## config.mk

```make
export PLATFORM = sky130hd
export DESIGN_NAME = sarsc_top
export DESIGN_NICKNAME = d
export VERILOG_FILES = /design/src/shared/sarsc_pkg.sv /design/src/rtl/sarsc_fifo.sv /design/src/rtl/sarsc_top.sv
export SDC_FILE = /design/constraint.sdc
export NUM_CORES = 1
export LEC_CHECK = 0
export BUFFER_PORTS_ARGS = -buffer_cell sky130_fd_sc_hd__buf_2
export CAP_MARGIN = 20
export CORE_AREA = 5 5 122 124
export CTS_CLUSTER_DIAMETER = 30
export DETAILED_ROUTE_END_ITERATION = 8
export DIE_AREA = 0 0 127 129
export PLACE_DENSITY_LB_ADDON = 0.2
export SYNTH_ARGS = -nofsm -noshare
export SYNTH_HDL_FRONTEND = slang
export SYNTH_SLANG_ARGS = --single-unit
```

## constraint.sdc

```tcl
create_clock -name mclk_i -period 5.11 [get_ports mclk_i]
set_input_delay 1.022 -clock mclk_i [delete_from_list [all_inputs] [get_ports mclk_i]]
set_output_delay 1.022 -clock mclk_i [all_outputs]
set_load 0.02 [all_outputs]
```

## src/shared/sarsc_pkg.sv

```systemverilog
// Package holding constants and types of the converter serial control block.
package sarsc_pkg;
    // Command byte layout.
    localparam int CMD_BITS = 8;
    localparam int CH_MSB = 6;
    localparam int CH_LSB = 4;
    localparam int CONST_BIT = 3;
    localparam int MODE_BIT = 2;
    localparam int PD_MSB = 1;
    localparam int PD_LSB = 0;
    localparam int RES_BITS = 16;

    // Receive counter values before the edge that brings the 5th, 6th and 8th bit.
    localparam logic [3:0] RX_CNT_ACQ = 4'h4;
    localparam logic [3:0] RX_CNT_MUX = 4'h5;
    localparam logic [3:0] RX_CNT_LAST = 4'h7;
    localparam logic [4:0] RES_CNT = 5'h10;

    // Power mode codes.
    localparam logic [1:0] PD_AUTO = 2'h0;
    localparam logic [1:0] PD_RSVD = 2'h1;
    localparam logic [1:0] PD_INTCLK = 2'h2;
    localparam logic [1:0] PD_FULL = 2'h3;

    // Channel select codes for input 0 to 3.
    localparam logic [2:0] CH_CODE_0 = 3'h1;
    localparam logic [2:0] CH_CODE_1 = 3'h5;
    localparam logic [2:0] CH_CODE_2 = 3'h2;
    localparam logic [2:0] CH_CODE_3 = 3'h6;

    // Internal conversion time; a longest time, so the cycle count rounds down.
    localparam int CLK_PERIOD_NS = 20;
    localparam int INT_CONV_MAX_NS = 8000;
    localparam int INT_CONV_CYCLES = INT_CONV_MAX_NS / CLK_PERIOD_NS;
    localparam logic [8:0] INT_CONV_LAST = 9'(INT_CONV_CYCLES - 1);

    localparam int FIFO_WIDTH = 16;
    localparam int FIFO_DEPTH = 4;

    // Synchroniser lane positions.
    localparam int LN_DIN = 0;
    localparam int LN_SCLK = 1;
    localparam int LN_CS = 2;

    typedef struct packed {
        logic [3:0] pos;
        logic [3:0] neg;
        logic com_neg;
    } sarsc_mux_t;

    typedef enum logic [1:0] {ENG_IDLE, ENG_EXT_WAIT, ENG_EXT_SHIFT, ENG_INT_RUN} sarsc_eng_t;
endpackage

```

## src/rtl/sarsc_fifo.sv

```systemverilog
// Result FIFO between the conversion engine and the parallel result port.
`timescale 1ns/1ns
module sarsc_fifo #(
    parameter int WIDTH = sarsc_pkg::FIFO_WIDTH,
    parameter int DEPTH = sarsc_pkg::FIFO_DEPTH
) (
    input wire logic mclk_i,
    input wire logic reset_n_i,
    input wire logic [WIDTH-1:0] in_data_i,
    input wire logic in_valid_i,
    output logic in_ready_o,
    output logic [WIDTH-1:0] out_data_o,
    output logic out_valid_o,
    input wire logic out_ready_i
);
    import sarsc_pkg::*;
    localparam int AW = (DEPTH > 1) ? $clog2(DEPTH) : 1;
    localparam logic [AW:0] FULL_CNT = (AW + 1)'(DEPTH);
    localparam logic [AW-1:0] LAST_IDX = AW'(DEPTH - 1);

    typedef struct packed {
        logic [DEPTH-1:0][WIDTH-1:0] mem;
        logic [AW:0] cnt;
        logic [AW-1:0] wp;
        logic [AW-1:0] rp;
    } sarsc_fifo_st_t;

    sarsc_fifo_st_t q;
    sarsc_fifo_st_t next_q;
    logic push;
    logic pop;

    assign in_ready_o = (q.cnt != FULL_CNT);
    assign out_valid_o = (q.cnt != '0);
    assign out_data_o = q.mem[q.rp];
    assign push = in_valid_i && in_ready_o;
    assign pop = out_valid_o && out_ready_i;

    always_comb begin
        next_q = q;
        if (push) begin
            next_q.mem[q.wp] = in_data_i;
            next_q.wp = (q.wp == LAST_IDX) ? '0 : q.wp + 1'b1;
        end
        if (pop) begin
            next_q.rp = (q.rp == LAST_IDX) ? '0 : q.rp + 1'b1;
        end
        if (push && !pop) begin
            next_q.cnt = q.cnt + 1'b1;
        end else if (pop && !push) begin
            next_q.cnt = q.cnt - 1'b1;
        end
    end

    always_ff @(posedge mclk_i or negedge reset_n_i) begin
        if (!reset_n_i) begin
            q <= '0;
        end else begin
            q <= next_q;
        end
    end
endmodule

```

## src/rtl/sarsc_top.sv

```systemverilog
// Serial command decoder, conversion sequencer and result shifter of the converter.
`timescale 1ns/1ns
//
// Contract
// RQ1 - Ignore serial input until a high bit; that bit is command bit 7.
// RQ2 - Command: channel bits 6-4, constant one bit 3, input mode 2, power mode 1-0.
// RQ3 - Single-ended codes 001,101,010,110 put inputs 0..3 positive, common negative.
// RQ4 - Differential: 001 in0+/in1-, 101 reverse, 010 in2+/in3-, 110 reverse.
// RQ5 - Power mode 00 auto power-down, 10 internal clock, 01 reserved, 11 always on.
// RQ6 - Auto mode powers down after conversions, powers up instantly at next start.
// RQ7 - The host shift clock shifts commands in and results out in both modes.
// RQ8 - A clock mode change takes effect one conversion after it is written.
// RQ9 - Host should write the power mode before the first conversion.
// RQ10 - External mode: status high one shift period after the last command bit.
// RQ11 - External mode: decisions on the next 16 falling edges, MSB first.
// RQ12 - External mode: host gives at least 25 clocks per conversion.
// RQ13 - Next command may overlap the LSB output for 24 clocks per conversion.
// RQ14 - Output zeros after the result bits when the host keeps clocking.
// RQ15 - External mode: outputs float while select high; status low after select falls.
// RQ16 - Internal mode: status low during conversion, high at completion, within 8 us; a full result FIFO delays completion.
// RQ17 - Internal mode: result held for readout at any later time.
// RQ18 - Internal mode, select low at completion: next falling edge gives MSB.
// RQ19 - Internal mode: output floats until select falls; conversion ignores select.
// RQ20 - Internal mode: status output is driven even while select is high.
// RQ21 - Host should hold the shift clock low during internal conversions.
// RQ22 - Fast shifting only if the host keeps acquisition above 1.7 us.
// RQ23 - Acquire once the mux is known, hold and convert three clocks later; acquisition opens at the fifth bit, the mux decodes at the sixth.
// RQ24 - Result is two's complement, passed through from the core unchanged.
// RQ25 - Select going high discards a partial command and rearms start search.
module sarsc_top (
    input wire logic mclk_i,
    input wire logic reset_n_i,
    input wire logic cs_n_i,
    input wire logic shift_clock_i,
    input wire logic din_i,
    output logic dout_o,
    output logic dout_oe_o,
    output logic busy_o,
    output logic busy_oe_o,
    input wire logic [15:0] conv_code_i,
    output sarsc_pkg::sarsc_mux_t mux_o,
    output logic acquire_o,
    output logic converter_on_o,
    output logic [15:0] result_data_o,
    output logic result_valid_o,
    input wire logic result_ready_i
);
    import sarsc_pkg::*;

    // All state lives in this one record so that reset and the next-state copy stay complete.
    // Fields are grouped by job: synchronisers, receiver, sequencer, shifter and outputs.
    typedef struct packed {
        logic [2:0] s1;
        logic [2:0] s2;
        logic [2:0] s3;
        logic [2:0] lvl;
        logic [3:0] rx_cnt;
        logic [6:0] rx_sh;
        logic [1:0] pd;
        logic int_mode;
        sarsc_eng_t eng;
        logic [8:0] tmr;
        logic [15:0] code;
        logic [15:0] sh;
        logic [4:0] sh_cnt;
        logic sh_armed;
        logic dout;
        logic busy;
        logic acq;
        logic conv_on;
        sarsc_mux_t mux;
        logic [15:0] push_data;
        logic push_v;
    } sarsc_state_t;

    sarsc_state_t q;
    sarsc_state_t next_q;
    logic fifo_in_ready;

    // Maps the channel code and input mode onto the multiplexer switches.
    // Unlisted channel codes leave every switch open rather than guessing a pairing.
    function automatic sarsc_mux_t mux_decode(input logic [2:0] ch, input logic single);
        sarsc_mux_t m;
        m = '0;
        if (single) begin
            m.com_neg = 1'b1;
            case (ch)
                CH_CODE_0: m.pos = 4'h1; // see RQ3
                CH_CODE_1: m.pos = 4'h2;
                CH_CODE_2: m.pos = 4'h4;
                CH_CODE_3: m.pos = 4'h8;
                default: m.com_neg = 1'b0;
            endcase
        end else begin
            case (ch)
                CH_CODE_0: begin // see RQ4
                    m.pos = 4'h1;
                    m.neg = 4'h2;
                end
                CH_CODE_1: begin
                    m.pos = 4'h2;
                    m.neg = 4'h1;
                end
                CH_CODE_2: begin
                    m.pos = 4'h4;
                    m.neg = 4'h8;
                end
                CH_CODE_3: begin
                    m.pos = 4'h8;
                    m.neg = 4'h4;
                end
                default: m = '0;
            endcase
        end
        return m;
    endfunction

    always_comb begin
        logic [2:0] lvl_n;
        logic cs_high;
        logic rise;
        logic fall;
        logic cs_fall;
        logic din;
        logic [7:0] cmd;
        // Locals start from fixed values so that no path leaves one undriven.
        lvl_n = '0;
        cs_high = 1'b0;
        rise = 1'b0;
        fall = 1'b0;
        cs_fall = 1'b0;
        din = 1'b0;
        cmd = '0;
        next_q = q;
        // Three-stage pin synchronisers; a level counts once stages two and three agree.
        next_q.s1 = {cs_n_i, shift_clock_i, din_i};
        next_q.s2 = q.s1;
        next_q.s3 = q.s2;
        for (int i = 0; i < 3; i++) begin
            if (q.s2[i] == q.s3[i]) begin
                next_q.lvl[i] = q.s3[i];
            end
        end
        lvl_n = next_q.lvl;
        cs_high = lvl_n[LN_CS];
        din = lvl_n[LN_DIN];
        // Shift clock edges only count while select is low.
        rise = !q.lvl[LN_SCLK] && lvl_n[LN_SCLK] && !cs_high; // see RQ7
        fall = q.lvl[LN_SCLK] && !lvl_n[LN_SCLK] && !cs_high;
        cs_fall = q.lvl[LN_CS] && !cs_high;
        cmd = {1'b1, q.rx_sh[5:0], din};

        // Command receiver.
        // The start bit is the first high level seen with select low; leading lows are skipped.
        // Acquisition opens after the fifth bit, once the channel bits are known.
        if (cs_high) begin
            next_q.rx_cnt = '0; // see RQ25
            next_q.acq = 1'b0;
        end else if (rise) begin
            if (q.rx_cnt == '0) begin
                if (din) begin
                    next_q.rx_cnt = 4'h1; // see RQ1
                end
            end else begin
                next_q.rx_sh = {q.rx_sh[5:0], din};
                next_q.rx_cnt = q.rx_cnt + 4'h1;
                if (q.rx_cnt == RX_CNT_ACQ) begin
                    next_q.acq = 1'b1; // see RQ23
                end
                if (q.rx_cnt == RX_CNT_MUX) begin
                    next_q.mux = mux_decode(next_q.rx_sh[4:2], next_q.rx_sh[0]);
                end
            end
        end

        // Result shifter: one bit per falling edge, then zeros.
        // Once the sixteen result bits are out the line stays low until the next result loads.
        if (fall && q.sh_armed) begin
            if (q.sh_cnt < RES_CNT) begin
                next_q.dout = q.sh[RES_BITS-1]; // see RQ11, RQ18
                next_q.sh = {q.sh[RES_BITS-2:0], 1'b0};
                next_q.sh_cnt = q.sh_cnt + 5'h01;
            end else begin
                next_q.dout = 1'b0; // see RQ14
            end
        end

        if (q.push_v && fifo_in_ready) begin
            next_q.push_v = 1'b0;
        end

        // External mode status returns low once select falls.
        if (cs_fall && !q.int_mode) begin
            next_q.busy = 1'b0; // see RQ15
        end

        // Conversion sequencer.
        // External conversions are paced by the host clock, internal ones by the local timer.
        // An abort by select only affects external conversions; the timer ignores the pin.
        case (q.eng)
            ENG_EXT_WAIT: begin
                if (cs_high) begin
                    next_q.eng = ENG_IDLE;
                    next_q.busy = 1'b0;
                end else if (fall) begin
                    // MSB decision period; the code is latched, shifting starts next edge.
                    next_q.busy = 1'b1; // see RQ10
                    next_q.sh = q.code; // see RQ24
                    next_q.sh_cnt = '0;
                    next_q.sh_armed = 1'b1;
                    next_q.push_data = q.code;
                    next_q.push_v = 1'b1;
                    next_q.eng = ENG_EXT_SHIFT;
                end
            end
            ENG_EXT_SHIFT: begin
                if (cs_high) begin
                    next_q.eng = ENG_IDLE;
                    next_q.busy = 1'b0;
                end else if (fall) begin
                    next_q.busy = 1'b0; // see RQ10
                    next_q.eng = ENG_IDLE;
                end
            end
            ENG_INT_RUN: begin
                // Select is not looked at here, so the conversion survives it rising.
                if (q.tmr != INT_CONV_LAST) begin
                    next_q.tmr = q.tmr + 9'h001; // see RQ16, RQ19
                end else if (!q.push_v) begin
                    // A full result FIFO stalls completion rather than losing a word.
                    next_q.busy = 1'b1; // see RQ16
                    next_q.sh = q.code; // see RQ17
                    next_q.sh_cnt = '0;
                    next_q.sh_armed = 1'b1;
                    next_q.push_data = q.code;
                    next_q.push_v = 1'b1;
                    next_q.eng = ENG_IDLE;
                end
            end
            default: begin
            end
        endcase

        // Command completion: hold the sample and start the conversion.
        // A command that arrives during the previous LSB simply restarts the sequencer here.
        if (!cs_high && rise && q.rx_cnt == RX_CNT_LAST) begin
            next_q.rx_cnt = '0;
            next_q.acq = 1'b0; // see RQ23
            next_q.code = conv_code_i;
            next_q.mux = mux_decode(cmd[CH_MSB:CH_LSB], cmd[MODE_BIT]); // see RQ2
            // The mode in force is the one written by the previous command.
            next_q.int_mode = (q.pd == PD_INTCLK); // see RQ8
            next_q.pd = cmd[PD_MSB:PD_LSB]; // see RQ5
            next_q.sh_armed = 1'b0;
            if (q.pd == PD_INTCLK) begin
                next_q.eng = ENG_INT_RUN;
                next_q.tmr = '0;
                next_q.busy = 1'b0; // see RQ16
            end else begin
                next_q.eng = ENG_EXT_WAIT; // see RQ13
            end
        end

        // Auto and reserved modes keep the core off outside acquisition and conversion.
        next_q.conv_on = (next_q.pd == PD_FULL) || next_q.acq || (next_q.eng != ENG_IDLE); // see RQ6
    end

    always_ff @(posedge mclk_i or negedge reset_n_i) begin
        if (!reset_n_i) begin
            // Select and its stages reset high, its idle level, so no false select edge
            // follows reset and the serial outputs stay released until select is seen low.
            q <= '0;
            q.s1[LN_CS] <= 1'b1;
            q.s2[LN_CS] <= 1'b1;
            q.s3[LN_CS] <= 1'b1;
            q.lvl[LN_CS] <= 1'b1;
        end else begin
            q <= next_q;
        end
    end

    // The buffer decouples the parallel result port from the serial readout, so a slow
    // consumer delays internal completions but never corrupts the serial link.
    sarsc_fifo #(
        .WIDTH(FIFO_WIDTH),
        .DEPTH(FIFO_DEPTH)
    ) u_fifo (
        .mclk_i(mclk_i),
        .reset_n_i(reset_n_i),
        .in_data_i(q.push_data),
        .in_valid_i(q.push_v),
        .in_ready_o(fifo_in_ready),
        .out_data_o(result_data_o),
        .out_valid_o(result_valid_o),
        .out_ready_i(result_ready_i)
    );

    // The enables follow the synchronised select level, so they release a few system clocks
    // after the pin rises; the status enable stays on after an internal conversion.
    assign dout_o = q.dout;
    assign dout_oe_o = !q.lvl[LN_CS]; // see RQ15, RQ19
    assign busy_o = q.busy;
    assign busy_oe_o = q.int_mode || !q.lvl[LN_CS]; // see RQ15, RQ20
    assign mux_o = q.mux;
    assign acquire_o = q.acq;
    assign converter_on_o = q.conv_on;
endmodule

```

; ---- Yosys cells after proc, flatten, opt, wreduce, memory -nomap -nowiden
; Cells that the tools add are included.
; W data, S select, Z words.
[word_totals]
ff_bits = 176
[op_classes]
n_addsub = 7
order_cmp = 4
n_eq_ne = 34
mux = 76
bitwise = 2
reduce_logical = 40
[ops]
columns = operator, count
row1 = $mux W22, 4
row2 = $mux W9, 8
row3 = $mux W17, 4
row4 = $bwmux W64, 1
row5 = $pmux W8 S4, 2
row6 = $pmux W22 S2, 1
row7 = $mux W21, 2
row8 = $pmux W17 S2, 1
row9 = $bmux W16 S2, 1
row10 = $demux W16 S2, 1
row11 = $mux W16, 2
row12 = $mux W4, 8
row13 = $pmux W4 S4, 2
row14 = $mux W30, 1
row15 = $mux W1, 22
row16 = $mux W2, 10
row17 = $ne A3 B3 Y1 const B, 5
row18 = $logic_and A1 B1 Y1, 14
row19 = $eq A2 B2 Y1 const B, 6
row20 = $eq A3 B3 Y1 const B, 4
row21 = $eq A4 B3 Y1 const B, 3
row22 = $mux W11, 1
row23 = $reduce_and A5 Y1, 2
row24 = $reduce_bool A2 Y1, 5
row25 = 30 further kinds, 53

; ---- Depth between registers and ports, before layout
[depth]
word_depth = 13
mapped_depth = 8

; ---- Hierarchy
; A second synthesis with hierarchy kept.
[hier_totals]
hier_cells = 640
area_unflattened_um2 = 7881.3
[modules_own_cells]
columns = module, instances, cells_each, area_each_um2, seq_area_each_um2
row1 = sarsc_top, 1, 447, 4672.0, 2607.5
row2 = sarsc_fifo, 1, 193, 3209.3, 1776.7

; ---- Worst setup path after synthesis
; No wires, ideal clock.
[synth_timing]
path_type = register to output
startpoint = reg u_fifo.q[0] (netlist name)
endpoint = out result_data_o[10]
arrival_ns = 1.744
path_slack_ns = 2.344
path_stages_with_launch = 4
n_path_buf = 2
path_cell_list = dfrtp_1 > clkbuf_1 > buf_2 > mux4_2
[synth_between]
elab_chain_len = 2
[synth_lines]
columns = item, line
row1 = start: declaration, sarsc_fifo.sv:28  ; sarsc_fifo_st_t q;
row2 = start signal: assignment, sarsc_fifo.sv:59  ; q <= next_q;
row3 = $bmux W16 S2, sarsc_fifo.sv:35  ; assign out_data_o = q.mem[q.rp];
row4 = $mux W16 (implied by the code), sarsc_fifo.sv:35
row5 = end: declaration, sarsc_top.sv:44  ; output logic [15:0] result_data_o,
; Every way passes these cells. The select of a mux whose other input is x is not followed.

; ---- Worst setup path in the final report
[layout_timing]
startpoint = reg u_fifo.q[0] (netlist name)
endpoint = out result_data_o[2]
; The elaborated chain is that of the path after synthesis.

==> flow_metrics.tcl <==
set metrics [dict create \
    wire_per_inst_um 17.47 \
    outcome "complete, no violations" \
    ctsHoldBuffers 0 \
    min_period_ns 2.921 \
    yosysSeqAreaShare_pct 55.16 \
    die_height_um 129 \
    synth-edff-count 0 \
    io_buffers 53 \
    post-cts-setup-buffers 0 \
    ios 54 \
    worst_pin_slew_ns 1.000 \
    syn_to_final_growth_pct 12.95 \
    synthFlopType "dfrtp_1" \
    layout_commonest_cell "dfrtp_1" \
    async_flop_share_pct 100.0 \
    cts_root_buffer "clkbuf_16" \
    rsz0062_at_grt "false" \
    dp_cells 816 \
    vias_per_cell 5.718 \
    first_pass_iters 5 \
    initial_core_util_pct 58.17 \
    min-delay-path-class "reg -> reg" \
    worst-r2r-cell-count 6 \
    r2r_slack_ns 2.41 \
    powerDensity_nw_per_um2 311.8 \
    ir_drop_mv 0.2526 \
    nFillCells 1039 \
    die_x_um 127 \
    fin_nets 693 \
    layout_common_cells "dfrtp_1, mux2_2, nand2_1, buf_2, nor2_1" \
    critPathKind "reg -> out" \
    maxSlewViolCount 0 \
    hold_viol 0 \
    min-delay-start "next_q[100]" \
    antenna_left 0 \
    finalCritPeriodShare_pct 57.17 \
    num_vias 4860 \
    wl_um 14850 \
    cts.sinks 175 \
    grt_pass1_wl_um 25890 \
    maxCapViolCount 0 \
    slew-limit-headroom_pct 32.97 \
    startpoint "u_fifo.q[0]" \
    coreArea_sq_um 13670 \
    crit_arrival_ns 1.90 \
    setup_tns_ns 0 \
    whs_ns 0.3554 \
    cts_resized 0 \
    dp_hpwl_um 9961 \
    htreeDepth 4 \
    stdcell_count 850 \
    cp.required_ns 4.09 \
    dieArea_sq_um 16380 \
    power_leakage_nw 4.448 \
    avgSynthCellArea_sq_um 12.90 \
    place.gp.congestion 0.7854 \
    drive_above_1_share_pct 35.52 \
    critPathMaxFanout 14 \
    r2r_start "q[89]" \
    rows 43 \
    antenna_found_initial 0 \
    syn_area_sq_um 7949 \
    cts_max_path_buffers 2 \
    fin_area_sq_um 8979 \
    startpoint_type "flop" \
    cts_buffers 17 \
    endpoint "result_data_o[2]" \
    max_freq_mhz 342.3 \
    grt.total_usage_pct 19.80 \
    syn_inst 616 \
    drc_errors 0 \
    ys_types 65 \
    worstSetupEndpointType "output port" \
    setup_viol 0 \
    ys_ff_latch 175 \
    grt_overflow_total 0 \
    grt_start_max_net_pins 107 \
    placed_area_sq_um 8307 \
    cts_tree "done" \
    drt_iter0_markers 359 \
    antenna_cells 0 \
    ys_warn_count 0 \
    grt_pass1_vias 5215 \
    skew_ns 0.01176 \
    reg2reg_to "mux_o[5]" \
    worst_skew_pair.late_latency_ns 0.43 \
    synthesis.nets 652 \
    clk_pin_slew_ns 0.06 \
]
==> worst max-delay path, stage by stage, from the launching register on <==
cell and delay (ns):
dfrtp_1 0.57, buf_16 0.21, mux4_2 0.51, buf_2 0.17
==> cell families after synthesis <==
family | Yosys count | share of synthesized area [%]
compound gates | 54 | 4.817
fa+ha+maj | 17 | 2.692
xor+xnor | 11 | 1.212
flops | 175 | 55.15
simple gates | 172 | 11.02
mux | 136 | 22.07
buf+inv | 51 | 3.038
==> where the power goes <==
group	switching [mW]	leakage [nW]	internal [mW]
combinational	0.0495	1.81	0.0175
sequential	0.00732	2.33	1.40
clock	0.516	0.306	0.813
total	0.573	4.45	2.23
==> through the flow <==
| step | util [%] | setup slack [ns] | total power, mW |
|---|---|---|---|
| after CTS | 65.35 | 1.738 | 2.826 |
| after detailed placement | 60.79 | 2.191 | 1.497 |
| after global placement | 60.79 | 2.243 | 1.494 |
| final | 65.70 | 2.189 | 2.800 |
| after floorplan | - | 2.344 | 1.452 |
| after global routing | 65.70 | 2.106 | 2.900 |
==> cells in the mapped netlist (all sizes together), types with 3 or more instances <==
cell type / number / share of area, %
dfrtp: 171 / 54
mux2: 118 / 17
nand2: 75 / 3.5
nor2: 26 / 1.2
buf: 21 / 1.6
clkbuf: 16 / 0.76
mux4: 16 / 4.5
inv: 14 / 0.66
ha: 13 / 2.0
a31oi: 11 / 0.87
nand3: 10 / 0.63
a21oi: 9 / 0.61
nand2b: 8 / 0.63
nor3: 8 / 0.63
xor2: 7 / 0.77
nor4: 6 / 0.63
o21ai: 6 / 0.38
and3: 4 / 0.31
dfstp: 4 / 1.3
nand3b: 4 / 0.38
nand4b: 4 / 0.44
nor4b: 4 / 0.44
or3: 4 / 0.31
or4: 4 / 0.38
xnor2: 4 / 0.44
a211oi: 3 / 0.28
a22o: 3 / 0.33
maj3: 3 / 0.39
nand4: 3 / 0.24
nor2b: 3 / 0.24
==> state kept, by name, summed over array words and instances, names as in the netlist <==
name	cells
q	85
next_q	6
u_fifo.q	71
converter_on_o	1
dout_o	1
acquire_o	1
mux_o	9
busy_o	1
==> area by class of cell <==
class / instances / area, sq um / share of cell area [%]
clock buffer: 25 / 525.5 / 5.853
multi-input combinational: 390 / 3343 / 37.24
tap: 180 / 225.2 / 2.508
timing repair buffer: 59 / 349.1 / 3.888
inverter: 14 / 52.55 / 0.5853
clock inverter: 7 / 98.84 / 1.101
sequential: 175 / 4384 / 48.83
==> how the worst min path moves through the flow <==
| stage | to | slack [ns] | cells after the start |
|---|---|---|---|
| after CTS | next_q[97] | 0.36 | 0 |
| after global placement | next_q[97] | 0.34 | 0 |
| after global routing | next_q[98] | 0.36 | 0 |
| final | next_q[97] | 0.36 | 0 |
| after detailed placement | next_q[97] | 0.34 | 0 |
| after floorplan | next_q[96] | 0.33 | 0 |
==> metal layers <==
layer | up-vias | part of all wire (%) | wire, um | global-route usage (%)
li1 | 2288 | - | - | -
met1 | 2484 | 45 | 6687 | 26.01
met2 | 76 | 50 | 7486 | 33.25
met3 | 12 | 3.7 | 545 | 4.483
met4 | 0 | 0.90 | 134 | 5.994
met5 | - | 0 | 0 | 0
Power figures use the tool's default switching activity.
